$ cat config.mk
export PLATFORM = sky130hd
export DESIGN_NAME = lbs_sequencer
export DESIGN_NICKNAME = d
export VERILOG_FILES = /design/src/core/lbs_pkg.sv /design/src/core/lbs_sequencer.sv
export SDC_FILE = /design/constraint.sdc
export NUM_CORES = 1
export LEC_CHECK = 0
export ABC_AREA = 1
export BUFFER_PORTS_ARGS = -buffer_cell sky130_fd_sc_hd__buf_2
export CAP_MARGIN = 20
export CELL_PAD_IN_SITES_DETAIL_PLACEMENT = 0
export CELL_PAD_IN_SITES_GLOBAL_PLACEMENT = 1
export CORE_MARGIN = 2
export CORE_UTILIZATION = 46
export CTS_BUF_LIST = sky130_fd_sc_hd__clkbuf_8
export DETAILED_ROUTE_END_ITERATION = 12
export PLACE_DENSITY_LB_ADDON = 0.2
export SYNTH_ARGS = -nofsm -noshare
export SYNTH_HDL_FRONTEND = slang
export SYNTH_SLANG_ARGS = --single-unit
$ cat constraint.sdc
create_clock -name pclk -period 7.9 [get_ports pclk]
set_clock_uncertainty 0.15 [all_clocks]
set_input_delay 1.975 -clock pclk [delete_from_list [all_inputs] [get_ports pclk]]
set_output_delay 1.975 -clock pclk [all_outputs]
set_load 0.02 [all_outputs]
$ cat src/core/lbs_pkg.sv
package lbs_pkg;

    // ------------------------------------------------------------
    // timing
    // ------------------------------------------------------------
    localparam int CLK_PERIOD_NS = 8;
    localparam int MS_NS         = 1000000;
    localparam int TICK_CYCLES   = MS_NS / CLK_PERIOD_NS;
    localparam int UV_FILTER_MS  = 50;
    localparam int RST_BASE_MS   = 2;
    localparam int RST_STEP_MS   = 2;
    localparam int SHAPE_STEP_MS = 5;

    // ------------------------------------------------------------
    // register map
    // ------------------------------------------------------------
    localparam logic [7:0] OFS_CTRL   = 8'h00;
    localparam logic [7:0] OFS_VOLT   = 8'h04;
    localparam logic [7:0] OFS_TIMING = 8'h08;
    localparam logic [7:0] OFS_CONFIG = 8'h0c;
    localparam logic [7:0] OFS_STATUS = 8'h10;

    localparam int CTRL_SS_POS    = 0;
    localparam int VOLT_COLD_POS  = 0;
    localparam int VOLT_WARM_POS  = 8;
    localparam int TIM_RST_POS    = 0;
    localparam int TIM_SHAPE_POS  = 8;
    localparam int CFG_RSTN_THRESHOLD_SEL_POS  = 0;
    localparam int CFG_GIP_POS    = 1;

    localparam logic [2:0] SS_RST    = 3'h0;
    localparam logic [3:0] COLD_RST  = 4'h0;
    localparam logic [3:0] WARM_RST  = 4'h0;
    localparam logic [2:0] RSTD_RST  = 3'h0;
    localparam logic [2:0] SHAPE_RST = 3'h0;
    localparam logic       RSTN_THRESHOLD_SEL_RST = 1'b0;
    localparam logic       GIP_RST   = 1'b0;

    // cold code 0 is 25 V, warm code 0 is 16 V
    localparam logic [4:0] COLD_WARM_OFS = 5'h09;

    typedef struct packed {
        logic [2:0] softstart_sel;
        logic [3:0] cold_sel;
        logic [3:0] warm_sel;
        logic [2:0] rst_dur_sel;
        logic [2:0] shape_dly_sel;
        logic       rstn_threshold_sel;
        logic       gate_in_panel_sel;
    } lbs_cfg_s;

    typedef enum logic [6:0] {
        SEQ_IDLE  = 7'b0000001,
        SEQ_SRC   = 7'b0000010,
        SEQ_GATE  = 7'b0000100,
        SEQ_DLY   = 7'b0001000,
        SEQ_RUN   = 7'b0010000,
        SEQ_DOWN  = 7'b0100000,
        SEQ_FAULT = 7'b1000000
    } lbs_seq_e;

endpackage

$ cat src/core/lbs_sequencer.sv
`timescale 1ns/1ps
module lbs_sequencer #(
    parameter int TICK_CYCLES = lbs_pkg::TICK_CYCLES
) (
    input  wire logic        pclk,
    input  wire logic        presetn,
    input  wire logic        psel,
    input  wire logic        penable,
    input  wire logic        pwrite,
    input  wire logic [7:0]  paddr,
    input  wire logic [31:0] pwdata,
    output logic      [31:0] prdata,
    output logic             pready,
    output logic             pslverr,
    input  wire logic        enable_pin,
    input  wire logic        vin_above_uvlo,
    input  wire logic        vin_above_det,
    input  wire logic        source_ramp_done,
    input  wire logic        gate_ramp_done,
    input  wire logic        core_ramp_done,
    input  wire logic        rail_under_70,
    input  wire logic        rail_under_30,
    input  wire logic        gate_shape_ctrl,
    output logic             regulators_en,
    output logic             source_boost_en,
    output logic             gate_boost_en,
    output logic      [2:0]  boost_softstart_code,
    output logic      [3:0]  gate_volt_cold_code,
    output logic      [3:0]  gate_volt_warm_code,
    output logic             temp_comp_en,
    output logic             pass_switch,
    output logic             discharge_switch,
    input  wire logic        tcon_rstn_i,
    output logic             tcon_rstn_o,
    output logic             tcon_rstn_oe,
    input  wire logic        panel_bias_ready_n_i,
    output logic             panel_bias_ready_n_o,
    output logic             panel_bias_ready_n_oe
);

    // ------------------------------------------------------------
    // pin synchronisers
    // ------------------------------------------------------------
    localparam int NPIN = 11;
    logic [NPIN-1:0] pin_raw;
    logic [NPIN-1:0] pin_m_r;
    logic [NPIN-1:0] pin_s_r;

    assign pin_raw = {panel_bias_ready_n_i, tcon_rstn_i, gate_shape_ctrl, rail_under_30, rail_under_70,
                      core_ramp_done, gate_ramp_done, source_ramp_done, vin_above_det, vin_above_uvlo,
                      enable_pin};

    genvar gi;
    generate
        for (gi = 0; gi < NPIN; gi++)
        begin : g_sync
            always_ff @(posedge pclk or negedge presetn)
            begin
                if (!presetn)
                begin
                    pin_m_r[gi] <= 1'b0;
                    pin_s_r[gi] <= 1'b0;
                end
                else
                begin
                    pin_m_r[gi] <= pin_raw[gi];
                    pin_s_r[gi] <= pin_m_r[gi];
                end
            end
        end
    endgenerate

    logic en_s, uvlo_ok_s, det_ok_s, src_done_s, gate_done_s, core_done_s;
    logic uv_s, sc_s, shape_s, rst_pin_s, ready_pin_s;
    assign en_s        = pin_s_r[0];
    assign uvlo_ok_s   = pin_s_r[1];
    assign det_ok_s    = pin_s_r[2];
    assign src_done_s  = pin_s_r[3];
    assign gate_done_s = pin_s_r[4];
    assign core_done_s = pin_s_r[5];
    assign uv_s        = pin_s_r[6];
    assign sc_s        = pin_s_r[7];
    assign shape_s     = pin_s_r[8];
    assign rst_pin_s   = pin_s_r[9];
    assign ready_pin_s = pin_s_r[10];

    // ------------------------------------------------------------
    // register file
    // ------------------------------------------------------------
    lbs_pkg::lbs_cfg_s cfg_r;
    logic [31:0]       prdata_r;
    logic              pslverr_r;
    logic [31:0]       rd_mux;
    logic              addr_ok;
    logic              wr_en;
    logic [31:0]       status_word;

    assign wr_en  = psel && penable && pwrite;
    assign pready = 1'b1;
    assign prdata = prdata_r;
    assign pslverr = pslverr_r;

    always_comb
    begin
        rd_mux  = 32'h0000_0000;
        addr_ok = 1'b1;
        unique case (paddr)
            lbs_pkg::OFS_CTRL:
                rd_mux[lbs_pkg::CTRL_SS_POS +: 3] = cfg_r.softstart_sel;
            lbs_pkg::OFS_VOLT:
            begin
                rd_mux[lbs_pkg::VOLT_COLD_POS +: 4] = cfg_r.cold_sel;
                rd_mux[lbs_pkg::VOLT_WARM_POS +: 4] = cfg_r.warm_sel;
            end
            lbs_pkg::OFS_TIMING:
            begin
                rd_mux[lbs_pkg::TIM_RST_POS +: 3]   = cfg_r.rst_dur_sel;
                rd_mux[lbs_pkg::TIM_SHAPE_POS +: 3] = cfg_r.shape_dly_sel;
            end
            lbs_pkg::OFS_CONFIG:
            begin
                rd_mux[lbs_pkg::CFG_RSTN_THRESHOLD_SEL_POS] = cfg_r.rstn_threshold_sel;
                rd_mux[lbs_pkg::CFG_GIP_POS]   = cfg_r.gate_in_panel_sel;
            end
            lbs_pkg::OFS_STATUS:
                rd_mux = status_word;
            default:
                addr_ok = 1'b0;
        endcase
    end

    // read data and error captured in the setup cycle
    always_ff @(posedge pclk or negedge presetn)
    begin
        if (!presetn)
        begin
            prdata_r  <= 32'h0000_0000;
            pslverr_r <= 1'b0;
        end
        else if (psel && !penable)
        begin
            prdata_r  <= pwrite ? 32'h0000_0000 : rd_mux;
            pslverr_r <= !addr_ok || (pwrite && paddr == lbs_pkg::OFS_STATUS);
        end
    end

    always_ff @(posedge pclk or negedge presetn)
    begin
        if (!presetn)
        begin
            cfg_r.softstart_sel      <= lbs_pkg::SS_RST;
            cfg_r.cold_sel           <= lbs_pkg::COLD_RST;
            cfg_r.warm_sel           <= lbs_pkg::WARM_RST;
            cfg_r.rst_dur_sel        <= lbs_pkg::RSTD_RST;
            cfg_r.shape_dly_sel      <= lbs_pkg::SHAPE_RST;
            cfg_r.rstn_threshold_sel <= lbs_pkg::RSTN_THRESHOLD_SEL_RST;
            cfg_r.gate_in_panel_sel  <= lbs_pkg::GIP_RST;
        end
        else if (wr_en)
        begin
            unique case (paddr)
                lbs_pkg::OFS_CTRL:
                    cfg_r.softstart_sel <= pwdata[lbs_pkg::CTRL_SS_POS +: 3];
                lbs_pkg::OFS_VOLT:
                begin
                    cfg_r.cold_sel <= pwdata[lbs_pkg::VOLT_COLD_POS +: 4];
                    cfg_r.warm_sel <= pwdata[lbs_pkg::VOLT_WARM_POS +: 4];
                end
                lbs_pkg::OFS_TIMING:
                begin
                    cfg_r.rst_dur_sel   <= pwdata[lbs_pkg::TIM_RST_POS +: 3];
                    cfg_r.shape_dly_sel <= pwdata[lbs_pkg::TIM_SHAPE_POS +: 3];
                end
                lbs_pkg::OFS_CONFIG:
                begin
                    cfg_r.rstn_threshold_sel <= pwdata[lbs_pkg::CFG_RSTN_THRESHOLD_SEL_POS];
                    cfg_r.gate_in_panel_sel  <= pwdata[lbs_pkg::CFG_GIP_POS];
                end
                default:
                    ;
            endcase
        end
    end

    // ------------------------------------------------------------
    // millisecond tick
    // ------------------------------------------------------------
    logic [16:0] tick_cnt_r;
    logic        ms_tick;
    assign ms_tick = (tick_cnt_r == 17'(TICK_CYCLES - 1));

    always_ff @(posedge pclk or negedge presetn)
    begin
        if (!presetn)
            tick_cnt_r <= 17'h0_0000;
        else if (ms_tick)
            tick_cnt_r <= 17'h0_0000;
        else
            tick_cnt_r <= tick_cnt_r + 17'h0_0001;
    end

    // ------------------------------------------------------------
    // sticky faults
    // ------------------------------------------------------------
    logic [5:0] uv_cnt_r;
    logic       uv_fault_r;
    logic       sc_fault_r;
    logic       fault;
    assign fault = uv_fault_r || sc_fault_r;

    always_ff @(posedge pclk or negedge presetn)
    begin
        if (!presetn)
            uv_cnt_r <= 6'h00;
        else if (!uv_s)
            uv_cnt_r <= 6'h00;
        else if (ms_tick && uv_cnt_r != 6'(lbs_pkg::UV_FILTER_MS))
            uv_cnt_r <= uv_cnt_r + 6'h01;
    end

    always_ff @(posedge pclk or negedge presetn)
    begin
        if (!presetn)
        begin
            uv_fault_r <= 1'b0;
            sc_fault_r <= 1'b0;
        end
        else
        begin
            // held beyond the filter length
            if (uv_s && ms_tick && uv_cnt_r == 6'(lbs_pkg::UV_FILTER_MS))
                uv_fault_r <= 1'b1;
            if (sc_s)
                sc_fault_r <= 1'b1;
        end
    end

    // ------------------------------------------------------------
    // enable latch-off
    // ------------------------------------------------------------
    logic en_seen_r;
    logic en_off_r;

    always_ff @(posedge pclk or negedge presetn)
    begin
        if (!presetn)
        begin
            en_seen_r <= 1'b0;
            en_off_r  <= 1'b0;
        end
        else
        begin
            if (en_s)
                en_seen_r <= 1'b1;
            if (en_seen_r && !en_s)
                en_off_r <= 1'b1;
        end
    end

    // ------------------------------------------------------------
    // power sequence
    // ------------------------------------------------------------
    lbs_pkg::lbs_seq_e seq_r;
    logic [5:0]        dly_cnt_r;
    logic [5:0]        shape_ms;
    logic              run_ok;
    logic              released;

    assign shape_ms = 6'(cfg_r.shape_dly_sel) * 6'(lbs_pkg::SHAPE_STEP_MS);
    assign run_ok   = en_s && uvlo_ok_s && !en_off_r;
    assign released = (seq_r == lbs_pkg::SEQ_RUN);

    always_ff @(posedge pclk or negedge presetn)
    begin
        if (!presetn)
        begin
            seq_r     <= lbs_pkg::SEQ_IDLE;
            dly_cnt_r <= 6'h00;
        end
        else if (fault)
            seq_r <= lbs_pkg::SEQ_FAULT;
        else
        begin
            unique case (seq_r)
                lbs_pkg::SEQ_IDLE:
                    if (run_ok)
                        seq_r <= lbs_pkg::SEQ_SRC;
                lbs_pkg::SEQ_SRC:
                    if (!run_ok)
                        seq_r <= lbs_pkg::SEQ_DOWN;
                    else if (src_done_s)
                        seq_r <= lbs_pkg::SEQ_GATE;
                lbs_pkg::SEQ_GATE:
                begin
                    dly_cnt_r <= 6'h00;
                    if (!run_ok)
                        seq_r <= lbs_pkg::SEQ_DOWN;
                    else if (gate_done_s)
                        seq_r <= lbs_pkg::SEQ_DLY;
                end
                lbs_pkg::SEQ_DLY:
                    if (!run_ok)
                        seq_r <= lbs_pkg::SEQ_DOWN;
                    else if (dly_cnt_r >= shape_ms)
                        seq_r <= lbs_pkg::SEQ_RUN;
                    else if (ms_tick)
                        dly_cnt_r <= dly_cnt_r + 6'h01;
                lbs_pkg::SEQ_RUN:
                    if (!run_ok)
                        seq_r <= lbs_pkg::SEQ_DOWN;
                lbs_pkg::SEQ_DOWN:
                    ;
                lbs_pkg::SEQ_FAULT:
                    ;
            endcase
        end
    end

    // boost converters off when disabled (regulators follow only lockout and faults); on power-down outputs are left to decay, not discharged
    assign regulators_en   = uvlo_ok_s && !fault;
    assign source_boost_en = run_ok && !fault;
    assign gate_boost_en   = run_ok && !fault && src_done_s &&
                             (seq_r == lbs_pkg::SEQ_GATE || seq_r == lbs_pkg::SEQ_DLY ||
                              seq_r == lbs_pkg::SEQ_RUN);
    assign boost_softstart_code = cfg_r.softstart_sel;

    // ------------------------------------------------------------
    // gate voltage targets
    // ------------------------------------------------------------
    logic cold_below_warm;
    assign cold_below_warm     = (5'(cfg_r.cold_sel) + lbs_pkg::COLD_WARM_OFS) < 5'(cfg_r.warm_sel);
    assign gate_volt_warm_code = cfg_r.warm_sel;
    assign gate_volt_cold_code = cold_below_warm ? 4'(cfg_r.warm_sel - 4'h9) : cfg_r.cold_sel;
    assign temp_comp_en        = !cold_below_warm;

    // ------------------------------------------------------------
    // gate voltage shaping
    // ------------------------------------------------------------
    logic shape_d_r;
    logic pass_r;
    logic power_down;
    assign power_down = (seq_r == lbs_pkg::SEQ_DOWN) || !uvlo_ok_s;

    always_ff @(posedge pclk or negedge presetn)
    begin
        if (!presetn)
        begin
            shape_d_r <= 1'b0;
            pass_r    <= 1'b0;
        end
        else
        begin
            shape_d_r <= shape_s;
            if (power_down)
                pass_r <= 1'b1;
            else if (!released)
                pass_r <= 1'b0;
            else if (shape_s)
                pass_r <= 1'b1;
            else if (shape_d_r)
                pass_r <= 1'b0;
        end
    end

    assign pass_switch      = pass_r;
    assign discharge_switch = !pass_r;

    // ------------------------------------------------------------
    // timing controller reset
    // ------------------------------------------------------------
    logic [4:0] rst_cnt_r;
    logic [4:0] rst_ms;
    logic       rst_rel_r;
    logic       rst_pd;

    assign rst_ms = 5'(lbs_pkg::RST_BASE_MS) + 5'(cfg_r.rst_dur_sel) * 5'(lbs_pkg::RST_STEP_MS);
    assign rst_pd = cfg_r.rstn_threshold_sel ? !det_ok_s : !uvlo_ok_s;

    always_ff @(posedge pclk or negedge presetn)
    begin
        if (!presetn)
        begin
            rst_cnt_r <= 5'h00;
            rst_rel_r <= 1'b0;
        end
        else if (rst_rel_r)
        begin
            if (rst_pd)
                rst_rel_r <= 1'b0;
        end
        else if (core_done_s && !rst_pd)
        begin
            if (rst_cnt_r >= rst_ms)
                rst_rel_r <= 1'b1;
            else if (ms_tick)
                rst_cnt_r <= rst_cnt_r + 5'h01;
        end
        else
            rst_cnt_r <= 5'h00;
    end

    assign tcon_rstn_o  = 1'b0;
    assign tcon_rstn_oe = !rst_rel_r;

    // ------------------------------------------------------------
    // panel bias ready
    // ------------------------------------------------------------
    logic ready_low;
    assign ready_low = cfg_r.gate_in_panel_sel ? (!released || !det_ok_s)
                                               : !det_ok_s;

    assign panel_bias_ready_n_o  = 1'b0;
    assign panel_bias_ready_n_oe = ready_low;

    // ------------------------------------------------------------
    // status
    // ------------------------------------------------------------
    always_comb
    begin
        status_word        = 32'h0000_0000;
        status_word[0]     = uv_fault_r;
        status_word[1]     = sc_fault_r;
        status_word[2]     = en_off_r;
        status_word[3]     = gate_boost_en;
        status_word[4]     = rst_rel_r;
        status_word[5]     = released;
        status_word[6]     = pass_r;
        status_word[7]     = rst_pin_s;
        status_word[8]     = ready_pin_s;
        status_word[15:9]  = seq_r;
    end

endmodule

Word level (Yosys, flattened, before mapping)
Cells that the tools add are included.
{ "totals": {"in_bits": 56, "wordCells": 165, "ff_bits": 122, "output_inout_bits": 55} }
{ "classes": {"add_sub_neg": 7, "mul": 1, "bitwise": 2, "eq_ne": 25, "mux": 40, "order_cmp": 3, "n_reduce_logical": 44} }
{ "ops": {"columns": ["op", "count"], "rows": [
  ["$mux W7", 9],
  ["$pmux W7 S5", 1],
  ["$mux W32", 1],
  ["$mux W6", 5],
  ["$add A17 B1 Y17 const B", 1],
  ["$eq A17 B17 Y1 const B", 1],
  ["$mux W17", 1],
  ["$eq A8 B4 Y1 const B", 2],
  ["$logic_and A1 B1 Y1", 15],
  ["$mux W5", 3],
  ["$add A6 B1 Y6 const B", 2],
  ["$logic_not A1 Y1", 12],
  ["$mux W4", 3],
  ["$ne A4 B4 Y1 const B", 3],
  ["$pmux W6 S2", 1],
  ["$mux W1", 11],
  ["$ne A2 B2 Y1 const B", 5],
  ["$pmux W2 S5", 1],
  ["$pmux W3 S3", 1],
  ["$eq A8 B3 Y1 const B", 1],
  ["$eq A8 B5 Y1 const B", 1],
  ["$logic_not A8 Y1", 1],
  ["$reduce_and A2 Y1", 4],
  ["$eq A7 B1 Y1 const B", 1],
  ["28 further kinds", 36]
]} }

Logic depth before layout (Yosys ltp)
{ "logic_depth": {"ltp_word": 7, "ltp_mapped": 14} }

Worst setup path before layout
OpenSTA, ideal clock, no wires.
{ "synth_path": {"kind": "reg-to-output", "from": "reg cfg_r[12] (netlist bit)", "to": "out gate_volt_cold_code[0]", "path_stages_with_launch": 8, "setup_slack_ns": 3.615, "path_buffers": 0, "required_ns": 5.775, "arrival_ns": 2.160, "cell_sequence": "dfrtp_1 > ha_1 > ha_1 > a21oi_1 > nor2_1 > o21ai_0 > nand3_1 > o21ai_0"} }
{ "synth_via": {"elab_chain_cells": 3} }
{ "synth_rtl": {"columns": ["item", "line_no", "source"], "rows": [
  ["start: declaration", "lbs_sequencer.sv:90", "lbs_pkg::lbs_cfg_s cfg_r;"],
  ["$add A4 B4 Y5", "lbs_sequencer.sv:331", "assign cold_below_warm = (5'(cfg_r.cold_sel) + lbs_pkg::COLD_WARM_OFS) < 5'(cfg_r.warm_sel);"],
  ["$lt A5 B4 Y1", "lbs_sequencer.sv:331", null],
  ["$mux W4 *", "lbs_sequencer.sv:333", "assign gate_volt_cold_code = cold_below_warm ? 4'(cfg_r.warm_sel - 4'h9) : cfg_r.cold_sel;"],
  ["end: declaration", "lbs_sequencer.sv:28", "output logic [3:0] gate_volt_cold_code,"]
]} }
Mark *: on every way between the ends. The rest lies on a longest branch, timed or not.

Final worst setup path
{ "layout_path": {"from": "reg cfg_r[12] (netlist bit)", "to": "out gate_volt_cold_code[2]"} }
{ "layout_via": {"elab_chain_cells": 3} }
{ "layout_rtl": {"columns": ["item", "line_no"], "rows": [
  ["$add A4 B4 Y5", "lbs_sequencer.sv:331"],
  ["$lt A5 B4 Y1", "lbs_sequencer.sv:331"],
  ["$mux W4", "lbs_sequencer.sv:333"]
]} }
Every way passes these cells.

==> impl_metrics.ini <==
[synthesis]
ys_types = 37
synth_area_um2 = 5760
synthArstFlopShare = 1.00
ys_ff_latch = 106
post-synth-top-count-cell = nand2_1
ys_warn_count = 0
synth-edff-count = 0
synth_ff_type = dfrtp_1
yosysTopAreaCell = dfrtp_1
yosysTopAreaCellShare = 0.456
syn_inst = 695
syn_area_per_cell_um2 = 8.29
synth_area_leaders = dfrtp_1 46%, nand2_1 12%, inv_1 5.6%, ha_1 5.2%, nand3_1 4.1%
synth_common_cells = 180 x nand2_1, 105 x dfrtp_1, 86 x inv_1, 61 x nor2_1, 47 x nand3_1
seq_area_frac_synth = 0.460

[clock_tree]
htree_levels = 3
clk_pin_slew_worst_paths_ns = 0.10
cts_tree = built
root_buffer = clkbuf_8
clkLatencyLatePin_ns = 0.39
holdBufCountCts = 0
cts.sink_count = 106
cts_resized = 0
cts_buffers = 9
cts.path.max_buffers = 2
post_cts_buffers = 0

[final_layout]
fin_util = 0.526
syn2layout_area_growth_pct = 10.5
final_nets = 841
finalInstanceArea_um2 = 6370
final_cells = 933
fillerInstances = 1211
drive_gt1_frac = 0.163
n_antenna_cell = 0

[run_status]
outcome = finished, final reports clean

[worst_setup_path]
cp.required_ns = 5.78
path_max_fanout = 8
cp.arrival_ns = 2.40
end_kind = output port
worstReg2RegStart = cfg_r[2]
path_cells = ha_1 -> ha_1 -> a21oi_1 -> nor2_1 -> o21ai_0 -> nand3_1 -> o21ai_0 -> buf_2
critPathLaunchType = register
worst-setup-path-type = reg2out
worst_path_largest_cell_delay_ns = 0.49
crit_slowest_cell = dfrtp_1
worstSetupStartpoint = cfg_r[12]

[floorplan]
core-area_um2 = 12100
dieArea_um2 = 13400
start_util = 0.476
io_pins = 111
die_y_um = 116
die-width_um = 116
rows = 40

[routing]
via_per_inst = 4.86
ant_nets = 0
vias = 4538
firstDrtPassIters = 4
drt_iter0_markers = 218
avgRoutedWirePerCell_um = 13.1
drt-total-wl_mm = 12.2
drcViolationCount = 0

[power]
power_density_nw_per_um2 = 151
power.leakage_nw = 3.37
peakVddDrop_v = 0.000126

[sta]
period_share = 0.573
worst_pin_slew_ns = 0.693
setup_viol = 0
period_needed_ns = 4.53
slew_violations = 0
fmax_mhz = 221
tns_ns = 0
rsz0062_at_grt = no
relSlewSlack = 0.538
hold_viol = 0
hold-worst-slack_ns = 0.189

[place]
dp_cells = 918
hpwl_mm = 9.35
gp_congestion = 0.856
portBuffers = 67
dpl_cell_area_um2 = 6170

[grt]
grt_max_degree = 55
grt_pass1_vias = 4316
grt.overflow.total = 0
grtUsageTotal = 0.196
grt_pass1_wl_mm = 20.5
antenna_found_initial = 0

[worst_hold_path]
hold_start = pin_m_r[8]
hold_path_class = reg2reg

[run]
maxCapViolCount = 0
## layout by cell type, fill, tap and decap left out, types with 19 or more instances in the layout
cell     count
buf_2       66
o21ai_0     31
nand4_1     19
nor2_1      61
conb_1      19
ha_1        24
nand2_1    180
dfrtp_1    105
nand3_1     47
inv_1       87
## worst max-delay path, delay by kind of cell, from the launching register on
family	cells	cell delay (ns)
adder cells (fa/ha/maj)	2	0.60
flip-flops	1	0.49
AO/OA/AOI/OAI	3	0.49
AND/OR/NAND/NOR	2	0.26
buffers and inverters	1	0.19
## metal layers
metal	share of wire	routed length, um	track usage	vias to the layer above
met5	0	0	0	-
met4	0.010	127	0.0421	0
met3	0.046	564	0.0518	11
met2	0.48	5810	0.328	96
met1	0.47	5680	0.257	2126
li1	-	-	-	2305
## final cells by class
cell class	instances	area, um^2	area share
Inverter	96	363	0.0570
Sequential cell	106	2650	0.417
Clock buffer	11	151	0.0238
Tap cell	168	210	0.0330
Clock inverter	4	51.3	0.00806
Multi-Input combinational cell	480	2590	0.407
Timing Repair Buffer	68	345	0.0542
## final timing paths
| check | end | slack, ns | cells after the start |
|---|---|---|---|
| max | gate_volt_cold_code[2] | 3.37 | 8 |
| min reg2reg | shape_s | 0.19 | 0 |
| min | shape_s | 0.19 | 0 |
| max reg2reg | dly_cnt_r[4] | 5.10 | 13 |
| min in group asynchronous | cfg_r[14] | 1.47 | 1 |
| max in group asynchronous | dly_cnt_r[2] | 5.00 | 2 |
## through the flow
stage	worst slack (ns)	power [W]
5_1_grt	3.07	0.00100
4_1_cts	3.34	0.000980
3_3_place_gp	3.83	0.000626
3_5_place_dp	3.79	0.000628
2_1_floorplan	3.61	0.000606
6_report	3.37	0.000964
## sequential cells by signal (all words and copies together), names as in the netlist, 3 cells and up
register / count
cfg_r: 12
pin_m_r: 11
dly_cnt_r: 6
gate_volt_warm_code: 4
rst_cnt_r: 5
boost_softstart_code: 3
prdata: 16
seq_r: 7
uv_cnt_r: 6
tick_cnt_r: 17
## logic make-up (layout without fill, tap and decap cells)
logic type,Yosys count,after routing,share of synthesized area
other,2,19,0.00130
adders and majority gates,24,24,0.0521
xor gates and xnor gates,23,23,0.0350
AOI/OAI and AO/OA,65,65,0.0614
DFF,106,106,0.460
and+or+nand+nor,349,349,0.289
buffers and inverters,126,179,0.101
## power by group
group	switching (W)	total, W	internal [W]	leakage [nW]
registers	0.00000632	0.000558	0.000551	1.37
logic	0.0000432	0.0000584	0.0000151	1.90
clock network	0.000185	0.000348	0.000163	0.107
total	0.000235	0.000964	0.000730	3.37
No activity file was read; power rests on OpenSTA's default activity.
